==> config.mk <==
export PLATFORM = sky130hd
export DESIGN_NAME = lsp_link_policy
export DESIGN_NICKNAME = d
export VERILOG_FILES = /design/src/design/lsp_pkg.sv /design/src/design/lsp_pwr_ctl.sv /design/src/design/lsp_idle_timer.sv /design/src/design/lsp_link_policy.sv
export SDC_FILE = /design/constraint.sdc
export NUM_CORES = 1
export LEC_CHECK = 0
export BUFFER_PORTS_ARGS = -buffer_cell sky130_fd_sc_hd__buf_4
export CAP_MARGIN = 5
export CORE_MARGIN = 2
export CORE_UTILIZATION = 27
export CTS_CLUSTER_SIZE = 28
export DETAILED_ROUTE_END_ITERATION = 7
export GPL_TIMING_DRIVEN = 0
export HOLD_SLACK_MARGIN = 0.03
export SKIP_CTS_REPAIR_TIMING = 1
export SLEW_MARGIN = 20
export SYNTH_ARGS = -nofsm -noshare
export SYNTH_HDL_FRONTEND = slang
export SYNTH_SLANG_ARGS = --single-unit
==> constraint.sdc <==
create_clock -name clk_i -period 3.89 [get_ports clk_i]
set_input_delay 0.778 -clock clk_i [delete_from_list [all_inputs] [get_ports clk_i]]
set_output_delay 0.778 -clock clk_i [all_outputs]
set_load 0.005 [all_outputs]
==> src/design/lsp_pkg.sv <==
package lsp_pkg;

  // ----------------------------------------
  // port role and power-control encodings
  // ----------------------------------------
  typedef enum logic [1:0] {
    LSP_PLAIN,
    LSP_SW_UP,
    LSP_SW_DN
  } lsp_role_t;

  localparam logic [1:0] LSP_CTL_OFF = 2'h0;
  localparam logic [1:0] LSP_CTL_L0S = 2'h1;
  localparam logic [1:0] LSP_CTL_L1 = 2'h2;
  localparam logic [1:0] LSP_CTL_BOTH = 2'h3;
  localparam logic [1:0] LSP_CTL_RST = LSP_CTL_OFF;
  localparam int LSP_L0S_BIT = 0;
  localparam int LSP_L1_BIT = 1;

  // ----------------------------------------
  // timing
  // ----------------------------------------
  localparam int LSP_CLK_NS = 5;
  localparam int LSP_IDLE_MAX_NS = 7000;
  // longest time, so rounded down
  localparam int LSP_IDLE_CYC = LSP_IDLE_MAX_NS / LSP_CLK_NS;
  localparam int LSP_IDLE_W = $clog2(LSP_IDLE_CYC + 1);

  // ----------------------------------------
  // carriers
  // ----------------------------------------
  typedef struct packed {
    logic tlp;
    logic credit;
    logic dllp;
  } lsp_pend_t;

  typedef struct packed {
    logic l0s_en;
    logic l1_en;
  } lsp_en_t;

  function automatic logic lsp_func_idle(lsp_pend_t p);
    return (!p.tlp || !p.credit) && !p.dllp;
  endfunction

  function automatic logic lsp_has_traffic(lsp_pend_t p);
    return p.tlp || p.dllp;
  endfunction

endpackage

==> src/design/lsp_pwr_ctl.sv <==
`timescale 1ns/100ps
module lsp_pwr_ctl #(
  parameter logic [1:0] CAP = lsp_pkg::LSP_CTL_BOTH
) (
  input wire logic clk_i,
  input wire logic nrst_i,
  input wire logic ctl_we_i,
  input wire logic [1:0] ctl_wdata_i,
  output logic [1:0] field_o,
  output lsp_pkg::lsp_en_t en_o
);

  typedef struct packed {
    logic [1:0] field;
  } lsp_ctl_st_t;

  lsp_ctl_st_t st;
  lsp_ctl_st_t next_st;

  always_comb begin
    next_st = st;
    if (ctl_we_i) begin
      next_st.field = ctl_wdata_i;
    end
  end

  always_ff @(posedge clk_i or negedge nrst_i) begin
    if (!nrst_i) begin
      st.field <= lsp_pkg::LSP_CTL_RST;
    end else begin
      st <= next_st;
    end
  end

  // a state the port cannot do is never enabled, whatever is written
  assign field_o = st.field;
  assign en_o.l0s_en = st.field[lsp_pkg::LSP_L0S_BIT] && CAP[lsp_pkg::LSP_L0S_BIT];
  assign en_o.l1_en = st.field[lsp_pkg::LSP_L1_BIT] && CAP[lsp_pkg::LSP_L1_BIT];

  AST_DECODE: assert property (@(posedge clk_i) disable iff (!nrst_i)
    ctl_we_i |=> (en_o.l1_en == ($past(ctl_wdata_i[1]) && CAP[1]))
      && (en_o.l0s_en == ($past(ctl_wdata_i[0]) && CAP[0])))
    else $error("power-control decode wrong");

endmodule

==> src/design/lsp_idle_timer.sv <==
`timescale 1ns/100ps
module lsp_idle_timer #(
  parameter int THR = lsp_pkg::LSP_IDLE_CYC,
  parameter int W = lsp_pkg::LSP_IDLE_W
) (
  input wire logic clk_i,
  input wire logic nrst_i,
  input wire logic run_i,
  input wire logic idle_i,
  output logic hit_o
);

  localparam logic [W-1:0] THR_M1 = W'(THR - 1);

  typedef struct packed {
    logic [W-1:0] cnt;
    logic hit;
  } lsp_tmr_st_t;

  lsp_tmr_st_t st;
  lsp_tmr_st_t next_st;

  // any break in idleness restarts the count
  always_comb begin
    next_st = st;
    if (!run_i || !idle_i) begin
      next_st.cnt = '0;
      next_st.hit = 1'b0;
    end else if (st.cnt >= THR_M1) begin
      next_st.hit = 1'b1;
    end else begin
      next_st.cnt = st.cnt + W'(1);
    end
  end

  always_ff @(posedge clk_i or negedge nrst_i) begin
    if (!nrst_i) begin
      st <= '0;
    end else begin
      st <= next_st;
    end
  end

  assign hit_o = st.hit;

  AST_HIT_NEEDS_IDLE: assert property (@(posedge clk_i) disable iff (!nrst_i)
    $rose(hit_o) |-> $past(idle_i) && $past(run_i) && ($past(st.cnt) == THR_M1))
    else $error("idle threshold reached without full idle run");

endmodule

==> src/design/lsp_link_policy.sv <==
`timescale 1ns/100ps
// Functional notes
// - each side steers only its transmit lanes
// - fast standby disabled means never enter it
// - tolerate peer-driven receive standby and return
// - enter standby after idle, within 7 us
// - multi-function upstream port idle when all idle
// - plain port idle: no DLLP, no sendable TLP
// - switch up idle also needs downstream rx quiet
// - switch down idle also needs upstream rx quiet
// - queued TLP or DLLP starts standby exit
// - exit never waits on flow-control credits
// - early exit allowed on predicted traffic
// - upstream port may exit when it must talk
// - downstream rx exit wakes switch upstream tx
// - downstream port may exit when it must talk
// - upstream rx exit wakes downstream standby links
// - propagated exit skips active or low-power links
// - deep standby wake latency reported when supported
// - deep standby enable resets to disabled
// - upstream port may start deep standby entry
// - decode two-bit enable field
// - link timers keep running during standby
module lsp_link_policy #(
  parameter lsp_pkg::lsp_role_t ROLE = lsp_pkg::LSP_PLAIN,
  parameter int N_FUNC = 1,
  parameter int N_DN = 4,
  parameter logic [1:0] CAP = lsp_pkg::LSP_CTL_BOTH,
  parameter logic [2:0] L1_LAT = 3'h4,
  parameter int IDLE_CYC = lsp_pkg::LSP_IDLE_CYC
) (
  input wire logic clk_i,
  input wire logic nrst_i,
  input wire logic ctl_we_i,
  input wire logic [1:0] ctl_wdata_i,
  input lsp_pkg::lsp_pend_t [N_FUNC-1:0] pend_i,
  input wire logic predict_i,
  input wire logic need_comm_i,
  input wire logic phy_tx_l0_i,
  input wire logic rx_l0s_i,
  input wire logic [N_DN-1:0] dn_rx_active_i,
  input wire logic [N_DN-1:0] dn_rx_exit_i,
  input wire logic up_rx_active_i,
  input wire logic up_rx_exit_i,
  input wire logic dn_dev_lowpwr_i,
  output logic tx_standby_o,
  output logic tx_wake_o,
  output logic port_idle_o,
  output logic deep_entry_ok_o,
  output logic rx_standby_seen_o,
  output logic [1:0] link_power_enable_field_o,
  output logic [1:0] link_power_capability_field_o,
  output logic [2:0] deep_standby_wake_latency_field_o
);

  // ----------------------------------------
  // state
  // ----------------------------------------
  typedef enum logic [1:0] {
    ST_ACTIVE,
    ST_STANDBY,
    ST_EXIT
  } lsp_state_t;

  typedef struct packed {
    lsp_state_t state;
    logic tx_standby;
    logic tx_wake;
    logic idle;
    logic deep_ok;
    logic rx_seen;
  } lsp_st_t;

  lsp_st_t st;
  lsp_st_t next_st;

  lsp_pkg::lsp_en_t en;
  logic funcs_idle;
  logic any_traffic;
  logic peer_quiet;
  logic port_idle;
  logic prop_exit;
  logic wake_now;
  logic idle_hit;

  // ----------------------------------------
  // software enable field
  // ----------------------------------------
  lsp_pwr_ctl #(
    .CAP(CAP)
  ) u_ctl (
    .clk_i(clk_i),
    .nrst_i(nrst_i),
    .ctl_we_i(ctl_we_i),
    .ctl_wdata_i(ctl_wdata_i),
    .field_o(link_power_enable_field_o),
    .en_o(en)
  );

  // ----------------------------------------
  // idle detection
  // ----------------------------------------
  always_comb begin
    funcs_idle = 1'b1;
    any_traffic = 1'b0;
    for (int i = 0; i < N_FUNC; i++) begin
      funcs_idle = funcs_idle && lsp_pkg::lsp_func_idle(pend_i[i]);
      any_traffic = any_traffic || lsp_pkg::lsp_has_traffic(pend_i[i]);
    end
  end

  // receive lanes in L0, recovery or configuration count as busy
  always_comb begin
    case (ROLE)
      lsp_pkg::LSP_SW_UP: peer_quiet = ~|dn_rx_active_i;
      lsp_pkg::LSP_SW_DN: peer_quiet = !up_rx_active_i;
      default: peer_quiet = 1'b1;
    endcase
  end

  assign port_idle = funcs_idle && peer_quiet;

  lsp_idle_timer #(
    .THR(IDLE_CYC),
    .W($clog2(IDLE_CYC + 1))
  ) u_tmr (
    .clk_i(clk_i),
    .nrst_i(nrst_i),
    .run_i(en.l0s_en && (st.state == ST_ACTIVE)),
    .idle_i(port_idle),
    .hit_o(idle_hit)
  );

  // ----------------------------------------
  // exit causes
  // ----------------------------------------
  // propagated exits from the other side of a switch
  always_comb begin
    case (ROLE)
      lsp_pkg::LSP_SW_UP: prop_exit = |dn_rx_exit_i;
      // a link to a sleeping device wakes only when traffic is routed to it
      lsp_pkg::LSP_SW_DN: prop_exit = up_rx_exit_i && !dn_dev_lowpwr_i;
      default: prop_exit = 1'b0;
    endcase
  end

  // credits are not looked at here, so a drained link can still wake
  assign wake_now = any_traffic
    || predict_i
    || need_comm_i
    || prop_exit;

  // ----------------------------------------
  // transmit standby control
  // ----------------------------------------
  // only the transmit side is steered; receive standby is observed, never forced
  always_comb begin
    next_st = st;
    next_st.tx_wake = 1'b0;
    next_st.idle = port_idle;
    next_st.rx_seen = rx_l0s_i;
    next_st.deep_ok = (ROLE != lsp_pkg::LSP_SW_DN) && en.l1_en
      && port_idle && !wake_now;
    case (st.state)
      ST_ACTIVE: begin
        if (en.l0s_en && idle_hit && port_idle && !wake_now) begin
          next_st.state = ST_STANDBY;
          next_st.tx_standby = 1'b1;
        end
      end
      ST_STANDBY: begin
        if (wake_now || !en.l0s_en) begin
          next_st.state = ST_EXIT;
          next_st.tx_standby = 1'b0;
          next_st.tx_wake = 1'b1;
        end
      end
      ST_EXIT: begin
        if (phy_tx_l0_i) begin
          next_st.state = ST_ACTIVE;
        end
      end
      default: begin
        next_st.state = ST_ACTIVE;
        next_st.tx_standby = 1'b0;
      end
    endcase
  end

  always_ff @(posedge clk_i or negedge nrst_i) begin
    if (!nrst_i) begin
      st.state <= ST_ACTIVE;
      st.tx_standby <= 1'b0;
      st.tx_wake <= 1'b0;
      st.idle <= 1'b0;
      st.deep_ok <= 1'b0;
      st.rx_seen <= 1'b0;
    end else begin
      st <= next_st;
    end
  end

  // ----------------------------------------
  // outputs
  // ----------------------------------------
  // standby only gates the lanes; replay and ack timers elsewhere keep counting
  assign tx_standby_o = st.tx_standby;
  assign tx_wake_o = st.tx_wake;
  assign port_idle_o = st.idle;
  assign deep_entry_ok_o = st.deep_ok;
  assign rx_standby_seen_o = st.rx_seen;
  assign link_power_capability_field_o = CAP;
  // latency reads zero when deep standby is not offered
  assign deep_standby_wake_latency_field_o = CAP[lsp_pkg::LSP_L1_BIT] ? L1_LAT : 3'h0;

  // ----------------------------------------
  // checks
  // ----------------------------------------
  AST_NO_ENTRY_DISABLED: assert property (@(posedge clk_i) disable iff (!nrst_i)
    $rose(tx_standby_o) |-> $past(en.l0s_en))
    else $error("standby entered while disabled");

  AST_DISABLE_LEAVES: assert property (@(posedge clk_i) disable iff (!nrst_i)
    tx_standby_o && !en.l0s_en |=> !tx_standby_o && tx_wake_o)
    else $error("standby kept after disable");

  AST_ENTRY_NEEDS_IDLE: assert property (@(posedge clk_i) disable iff (!nrst_i)
    $rose(tx_standby_o) |-> $past(port_idle) && $past(idle_hit))
    else $error("standby entered without idle period");

  AST_EXIT_ON_TRAFFIC: assert property (@(posedge clk_i) disable iff (!nrst_i)
    tx_standby_o && any_traffic |=> tx_wake_o ##1 !tx_wake_o)
    else $error("queued traffic did not wake transmitter");

  AST_EXIT_NO_CREDIT: assert property (@(posedge clk_i) disable iff (!nrst_i)
    tx_standby_o && pend_i[0].tlp && !pend_i[0].credit |=> !tx_standby_o)
    else $error("exit waited on credits");

  AST_EARLY_EXIT: assert property (@(posedge clk_i) disable iff (!nrst_i)
    tx_standby_o && predict_i |=> tx_wake_o)
    else $error("predicted traffic did not wake transmitter");

  AST_UP_PROP: assert property (@(posedge clk_i) disable iff (!nrst_i)
    (ROLE == lsp_pkg::LSP_SW_UP) && tx_standby_o && (|dn_rx_exit_i) |=> tx_wake_o)
    else $error("downstream exit not propagated upstream");

  AST_DN_PROP: assert property (@(posedge clk_i) disable iff (!nrst_i)
    (ROLE == lsp_pkg::LSP_SW_DN) && tx_standby_o && up_rx_exit_i && !dn_dev_lowpwr_i
      |=> tx_wake_o)
    else $error("upstream exit not propagated downstream");

  AST_LOWPWR_KEEP: assert property (@(posedge clk_i) disable iff (!nrst_i)
    (ROLE == lsp_pkg::LSP_SW_DN) && tx_standby_o && en.l0s_en && dn_dev_lowpwr_i
      && !any_traffic && !predict_i && !need_comm_i |=> tx_standby_o)
    else $error("low-power link woken by propagation");

  AST_DEEP_ROLE: assert property (@(posedge clk_i) disable iff (!nrst_i)
    deep_entry_ok_o |-> (ROLE != lsp_pkg::LSP_SW_DN) && $past(en.l1_en))
    else $error("deep standby offered without enable");

  AST_DEEP_RST: assert property (@(posedge clk_i) disable iff (!nrst_i)
    !$past(nrst_i) |-> !en.l1_en && !deep_entry_ok_o)
    else $error("deep standby enabled out of reset");

  AST_WAKE_PULSE: assert property (@(posedge clk_i) disable iff (!nrst_i)
    tx_wake_o |=> !tx_wake_o)
    else $error("wake longer than one cycle");

  AST_WAKE_FROM_STANDBY: assert property (@(posedge clk_i) disable iff (!nrst_i)
    tx_wake_o |-> $past(tx_standby_o) && !tx_standby_o)
    else $error("wake without prior standby");

  AST_NOT_BOTH: assert property (@(posedge clk_i) disable iff (!nrst_i)
    !(tx_standby_o && tx_wake_o))
    else $error("standby and wake together");

  AST_DLLP_WAKE: assert property (@(posedge clk_i) disable iff (!nrst_i)
    tx_standby_o && pend_i[0].dllp |=> tx_wake_o)
    else $error("pending dllp did not wake transmitter");

  AST_WAKE_BLOCKS_ENTRY: assert property (@(posedge clk_i) disable iff (!nrst_i)
    wake_now && !tx_standby_o |=> !tx_standby_o)
    else $error("standby entered with a wake cause");

  AST_NEED_WAKE: assert property (@(posedge clk_i) disable iff (!nrst_i)
    tx_standby_o && need_comm_i |=> tx_wake_o)
    else $error("need to talk did not wake transmitter");

  AST_EXIT_HOLD: assert property (@(posedge clk_i) disable iff (!nrst_i)
    (st.state == ST_EXIT) && !phy_tx_l0_i |=> (st.state == ST_EXIT))
    else $error("exit left before lanes back in L0");

  AST_EXIT_DONE: assert property (@(posedge clk_i) disable iff (!nrst_i)
    (st.state == ST_EXIT) && phy_tx_l0_i |=> (st.state == ST_ACTIVE))
    else $error("exit not finished when lanes back in L0");

  AST_EXIT_NO_STANDBY: assert property (@(posedge clk_i) disable iff (!nrst_i)
    (st.state == ST_EXIT) |=> !tx_standby_o)
    else $error("standby re-entered without a fresh idle period");

  AST_STANDBY_STAYS: assert property (@(posedge clk_i) disable iff (!nrst_i)
    tx_standby_o && !wake_now && en.l0s_en |=> tx_standby_o)
    else $error("standby left without a cause");

  AST_TIMER_OFF: assert property (@(posedge clk_i) disable iff (!nrst_i)
    (st.state != ST_ACTIVE) |=> !idle_hit)
    else $error("idle timer ran outside active state");

  AST_FUNC_BUSY: assert property (@(posedge clk_i) disable iff (!nrst_i)
    !funcs_idle && !tx_standby_o |=> !tx_standby_o)
    else $error("standby entered with a busy function");

  AST_UP_BUSY: assert property (@(posedge clk_i) disable iff (!nrst_i)
    (ROLE == lsp_pkg::LSP_SW_UP) && (|dn_rx_active_i) && !tx_standby_o |=> !tx_standby_o)
    else $error("standby entered with downstream rx active");

  AST_DN_BUSY: assert property (@(posedge clk_i) disable iff (!nrst_i)
    (ROLE == lsp_pkg::LSP_SW_DN) && up_rx_active_i && !tx_standby_o |=> !tx_standby_o)
    else $error("standby entered with upstream rx active");

  AST_IDLE_REG: assert property (@(posedge clk_i) disable iff (!nrst_i)
    $past(nrst_i) && port_idle |=> port_idle_o)
    else $error("idle indication lost");

  AST_BUSY_REG: assert property (@(posedge clk_i) disable iff (!nrst_i)
    $past(nrst_i) && !port_idle |=> !port_idle_o)
    else $error("busy port shown idle");

  AST_RX_SEEN: assert property (@(posedge clk_i) disable iff (!nrst_i)
    $past(nrst_i) && rx_l0s_i |=> rx_standby_seen_o)
    else $error("receive standby not observed");

  AST_RX_BACK: assert property (@(posedge clk_i) disable iff (!nrst_i)
    $past(nrst_i) && !rx_l0s_i |=> !rx_standby_seen_o)
    else $error("receive return not observed");

  AST_RX_NO_TX: assert property (@(posedge clk_i) disable iff (!nrst_i)
    rx_l0s_i && (st.state == ST_ACTIVE) && !idle_hit |=> !tx_standby_o)
    else $error("receive standby forced transmit standby");

  AST_ENABLE_SEEN: assert property (@(posedge clk_i) disable iff (!nrst_i)
    ctl_we_i |=> (link_power_enable_field_o == $past(ctl_wdata_i)))
    else $error("enable field not updated");

  AST_NO_CAP_NO_DEEP: assert property (@(posedge clk_i) disable iff (!nrst_i)
    !CAP[lsp_pkg::LSP_L1_BIT] |-> !en.l1_en && !deep_entry_ok_o)
    else $error("deep standby enabled without support");

  AST_RST_QUIET: assert property (@(posedge clk_i) disable iff (!nrst_i)
    !$past(nrst_i) |-> !tx_standby_o && !tx_wake_o)
    else $error("standby or wake out of reset");

endmodule

## Word-level counts from Yosys, hierarchy flattened

Cells that the tools add are included.

| cells by class | value |
|---|---|
| reduce and logical (&&, ||, !) cells | 24 |
| multiplexer cells | 9 |
| bitwise logic cells | 1 |
| order comparisons | 1 |
| add/sub/neg operators | 1 |
| eq/ne operators | 6 |

Operators by type and width:

| operator | number |
|---|---|
| 12-bit two-way mux | 1 |
| 11-bit by 1-bit adder with 11-bit output, second input constant | 1 |
| 11-bit greater-or-equal comparator, second input constant | 1 |
| 11-bit two-way mux | 1 |
| 1-bit logical AND | 7 |
| 1-bit logical NOT | 7 |
| 1-bit logical OR | 6 |
| 2-bit case mux with 3 select lines | 1 |
| 3-bit AND reduction | 2 |
| 4-bit two-way mux | 1 |
| 2-bit by 1-bit != test with 1-bit output, second input constant | 2 |
| 2-bit != test, second input constant | 2 |
| 3-bit two-way mux | 1 |
| 1-bit case mux with 3 select lines | 1 |
| 2-bit by 1-bit == test with 1-bit output, second input constant | 1 |
| 2-bit == test, second input constant | 1 |
| 2-bit logical NOT | 1 |
| 1-bit two-way mux | 2 |
| 2-bit two-way mux | 1 |
| 2-bit nonzero test | 1 |
| 1-bit NOT | 1 |

| storage, ports and cells | value |
|---|---|
| flip-flop bits (word level) | 21 |
| word-level logic and storage cells | 51 |
| input bits | 23 |

## Depth between registers and ports, before layout

| depth | value |
|---|---|
| depth in word-level cells | 7 |
| mapped depth | 5 |

## By module

Synthesis repeated with hierarchy kept, for this count alone.

| second synthesis, totals | value |
|---|---|
| cells, all modules | 110 |
| area total of the unflattened synthesis | 1083.5 um2 |

Modules (own cells, without submodules):

| module | cells an instance | area an instance (um2) | instances | seq. area each (um2) |
|---|---|---|---|---|
| lsp_idle_timer | 75 | 674.4 | 1 | 300.3 |
| lsp_link_policy | 29 | 321.6 | 1 | 175.2 |
| lsp_pwr_ctl | 6 | 87.6 | 1 | 50.0 |

## Worst setup path after synthesis

Ideal clock, no wire load.

| path | value |
|---|---|
| path kind | input-to-reg |
| start point | in pend_i[1] (netlist bit) |
| end point | reg u_tmr.st[8] (netlist bit) |
| data arrival time | 1.783 ns |
| required time | 3.824 ns |
| library setup time | 0.066 ns |
| setup slack | 2.041 ns |
| cell stages on the path | 4 |
| path through | a21oi_1 nand2_2 or4_1 nand2_1 |

| on the way | value |
|---|---|
| cells in the longest elaborated chain, start to end | 6 |

Ends and longest elaborated chain:

| item | line | RTL |
|---|---|---|
| start: declaration | lsp_link_policy.sv:36 | `input lsp_pkg::lsp_pend_t [N_FUNC-1:0] pend_i,` |
| 1-bit logical NOT (*) | lsp_pkg.sv:44 | `return (!p.tlp \|\| !p.credit) && !p.dllp;` |
| 1-bit logical OR (*) | lsp_pkg.sv:44 |  |
| 1-bit logical AND (*) | lsp_pkg.sv:44 |  |
| 1-bit logical NOT (*) | lsp_idle_timer.sv:26 | `if (!run_i \|\| !idle_i) begin` |
| 1-bit logical OR (*) | lsp_idle_timer.sv:26 |  |
| 2-bit by 1-bit != test with 1-bit output (no source line) / 12-bit two-way mux (equally long branches) | -- |  |
| end signal: assignment | lsp_idle_timer.sv:40 | `st <= next_st;` |
| end: declaration | lsp_idle_timer.sv:20 | `lsp_tmr_st_t st;` |

Every way passes the cells marked *; elsewhere a longest branch is shown, timed or not.
A chain may end at the register's enable or synchronous reset.

## Worst setup path after layout

| path | value |
|---|---|
| start point | in pend_i[1] (netlist bit) |
| end point | reg u_tmr.st[8] (netlist bit) |

| on the way | value |
|---|---|
| cells in the longest elaborated chain, start to end | 6 |

Ends and longest elaborated chain:

| item | line | RTL |
|---|---|---|
| 1-bit logical NOT (*) | lsp_pkg.sv:44 |  |
| 1-bit logical OR (*) | lsp_pkg.sv:44 |  |
| 1-bit logical AND (*) | lsp_pkg.sv:44 |  |
| via funcs_idle | lsp_link_policy.sv:78 | `logic funcs_idle;` |
| 1-bit logical NOT (*) | lsp_idle_timer.sv:26 |  |
| 1-bit logical OR (*) | lsp_idle_timer.sv:26 |  |
| 2-bit by 1-bit != test with 1-bit output (no source line) / 12-bit two-way mux (equally long branches) | -- |  |

The timed path passes the listed nets; every way through them passes the cells marked *.

==> metrics.cfg <==
[worst_setup_path]
regToRegStartpoint=u_tmr.st[9]
startpoint_type=input pin
worstPathMaxFanout=10
cp_cell_sequence=buf_4, a21oi_1, nand2_2, or4_1, nand2_1
cp.depth=5
critPathTopFamily=simple AND/OR/NAND/NOR gates
crit_type=input pin to register
end_kind=register
critPathBufInv=1
critPathLaunch=pend_i[1]
cp_slowest_cell=or4_1
r2r_cells=4
reg2reg_to=u_tmr.st[8]
critPathRequiredTime_ps=4090
max_stage_delay_ps=550
critPathArrivalTime_ps=2120
worstSetupEndpoint=u_tmr.st[8]
rrSetupSlack_ps=2230

[cells_and_area]
drive_gt1_share_pct=26.0
nFillCells=380
fin_nets=148
syn_to_final_growth_pct=25.3
final_common_cell=buf_4
seq_area_um2=526
mostFrequentLayoutCells=buf_4, dfrtp_1, a21oi_1
fin_area_mm2=0.00125
multiInputGateArea_um2=433
antenna_cells=0

[timing]
hold-worst-slack_ps=391
drv_slew=0
setup_viol=0
fmax_mhz=521
min_period_over_period_pct=49.4
postLayoutSetupSlackWorst_ps=1970
tightest_slew_ps=576
slew-limit-headroom_pct=61.5
rsz0062_at_grt=no
fin_skew_ps=1.08
hold_violations=0
setup_tns_ps=0
fin_crit_ps=1920

[clock_network]
cts_buffers=3
path_clk_slew_ps=70
cts_max_level=1
cts_root_buf=clkbuf_8
clockBufferDepth=2
clk_latency_ps=250
cts_tree=done
clock_sinks=21

[drt]
drt-met1-wl_um=803
viasPerCell=4.78
wl_met3_um=97
wl_per_cell_um=11.6
drc=0
vias=818
dr.pass1.iters=3
antenna_left=0
top_layer=met4
wirelength_mm=1.98
drtIter0Drc=3
wl_met2_mm=1.04

[power_and_ir_drop]
p_sw_share_pct=21.5
intPower_uw=315
p_per_area_mw_per_mm2=321
p_leak_uw=0.000547
clockPowerShare_pct=34.7
p_comb_share_pct=8.8
switchingPower_uw=86.0
seqPwrFrac_pct=56.6
max-vdd-ir-drop_v=0.000193

[synth]
synthArstFlopShare_pct=100
synth-simple-area-share_pct=20.5
synth_xor_area_share_pct=1.76
syn_area_um2=996
synth.distinct_cells=33
synthAdderAreaFrac_pct=1.26
synth_edf_count=0
synth_top_family_by_area=simple AND/OR/NAND/NOR gates
ys_dominant_reg_cell=dfrtp_1
yosysSeqAreaShare_pct=52.8
synth_mux_area_share_pct=2.26
syn_area_per_cell_um2=10.2
yosysWarnings=0
synth_cells=98
ys_ff_latch=21
synth_compound_area_share_pct=15.8

[grt]
grt_pass1_wl_mm=3.66
grt_max_degree=22
antenna_found_initial=0
grt_usage_pct=11.2
grt_pass1_vias=871
overflow=0

[placement]
dp_hpwl_mm=1.50
gp_congestion=0.808
pre_cts_ws_ps=1720
place_area_mm2=0.00120
port_buffers=18

[floorplanning]
rows=22
die-area_mm2=0.00419
core_mm2=0.00361
die_h_um=64.7
die_x_um=64.7
start_util_pct=27.6
io_pins=35

[outcome]
outcome=finished, final reports clean

[flow_run]
maxCapViolCount=0

[hold_path]
hold_path.class=input pin to async pin

power by group through the flow:
stage               clock network [uW]  registers, uW  logic [uW]
floorplan                            0            230        14.1
global placement                     0            230        34.7
global route                       154            227        40.1
finish                             139            227        35.1
CTS                                144            227        36.1
detailed placement                   0            231        35.7
routing by layer:
metal  up-vias  global-route usage, %
li1        392                      -
met1       400                   12.6
met2        22                   20.2
met3         4                   2.08
met4         0                   5.59
met5         -                      0
cell families after synthesis:
family	Yosys count
AO/OA/AOI/OAI	26
XOR/XNOR	2
adder cells (fa/ha/maj)	1
buffers and inverters	8
flip-flops	21
multiplexers	2
other	2
AND/OR/NAND/NOR	36
final cells by class:
type,instances,share of cell area [%]
sequential,21,42.1
inverter,3,0.903
timing repair buffer,18,10.8
multi-input combinational,72,34.7
tap,48,4.81
buffer,5,3.01
clock buffer,4,3.61
registers in the layout, summed over array words and instances (netlist names):
name	flops
u_tmr.hit_o	1
tx_standby_o	1
st	2
port_idle_o	1
tx_wake_o	1
u_ctl.field_o	2
deep_entry_ok_o	1
u_tmr.st	11
rx_standby_seen_o	1
metrics by stage:
step                      cells  power (uW)  util (%)
after floorplan             101         244         -
after global placement      167         265      33.3
after detailed placement    167         266      33.3
after CTS                   171         406      34.6
after global routing        171         421      34.6
final                       171         401      34.6
synthesized netlist by cell type, types with 2 or more instances:
master	number	area [um2]
a21oi_1	10	50.1
conb_1	2	7.51
and2_1	3	18.8
buf_4	5	37.5
o21ai_0	8	40.0
dfrtp_1	21	526
or3_1	7	43.8
mux2_2	2	22.5
nor2_1	5	18.8
inv_1	3	11.3
nor3b_1	2	15.0
o221ai_1	2	17.5
nand2_1	6	22.5
nand3_1	3	15.0
worst min path at each step:
| stage | startpoint | depth (start not counted) | to | slack [ps] |
|---|---|---|---|---|
| 2_1_floorplan | nrst_i | 0 | deep_entry_ok_o | 480 |
| 3_3_place_gp | u_ctl.field_o[1] | 1 | deep_entry_ok_o | 500 |
| 3_5_place_dp | u_ctl.field_o[1] | 1 | deep_entry_ok_o | 500 |
| 4_1_cts | nrst_i | 1 | tx_standby_o | 400 |
| 5_1_grt | nrst_i | 1 | tx_standby_o | 400 |
| 6_report | nrst_i | 1 | tx_standby_o | 390 |
Power figures use the tool's default switching activity.
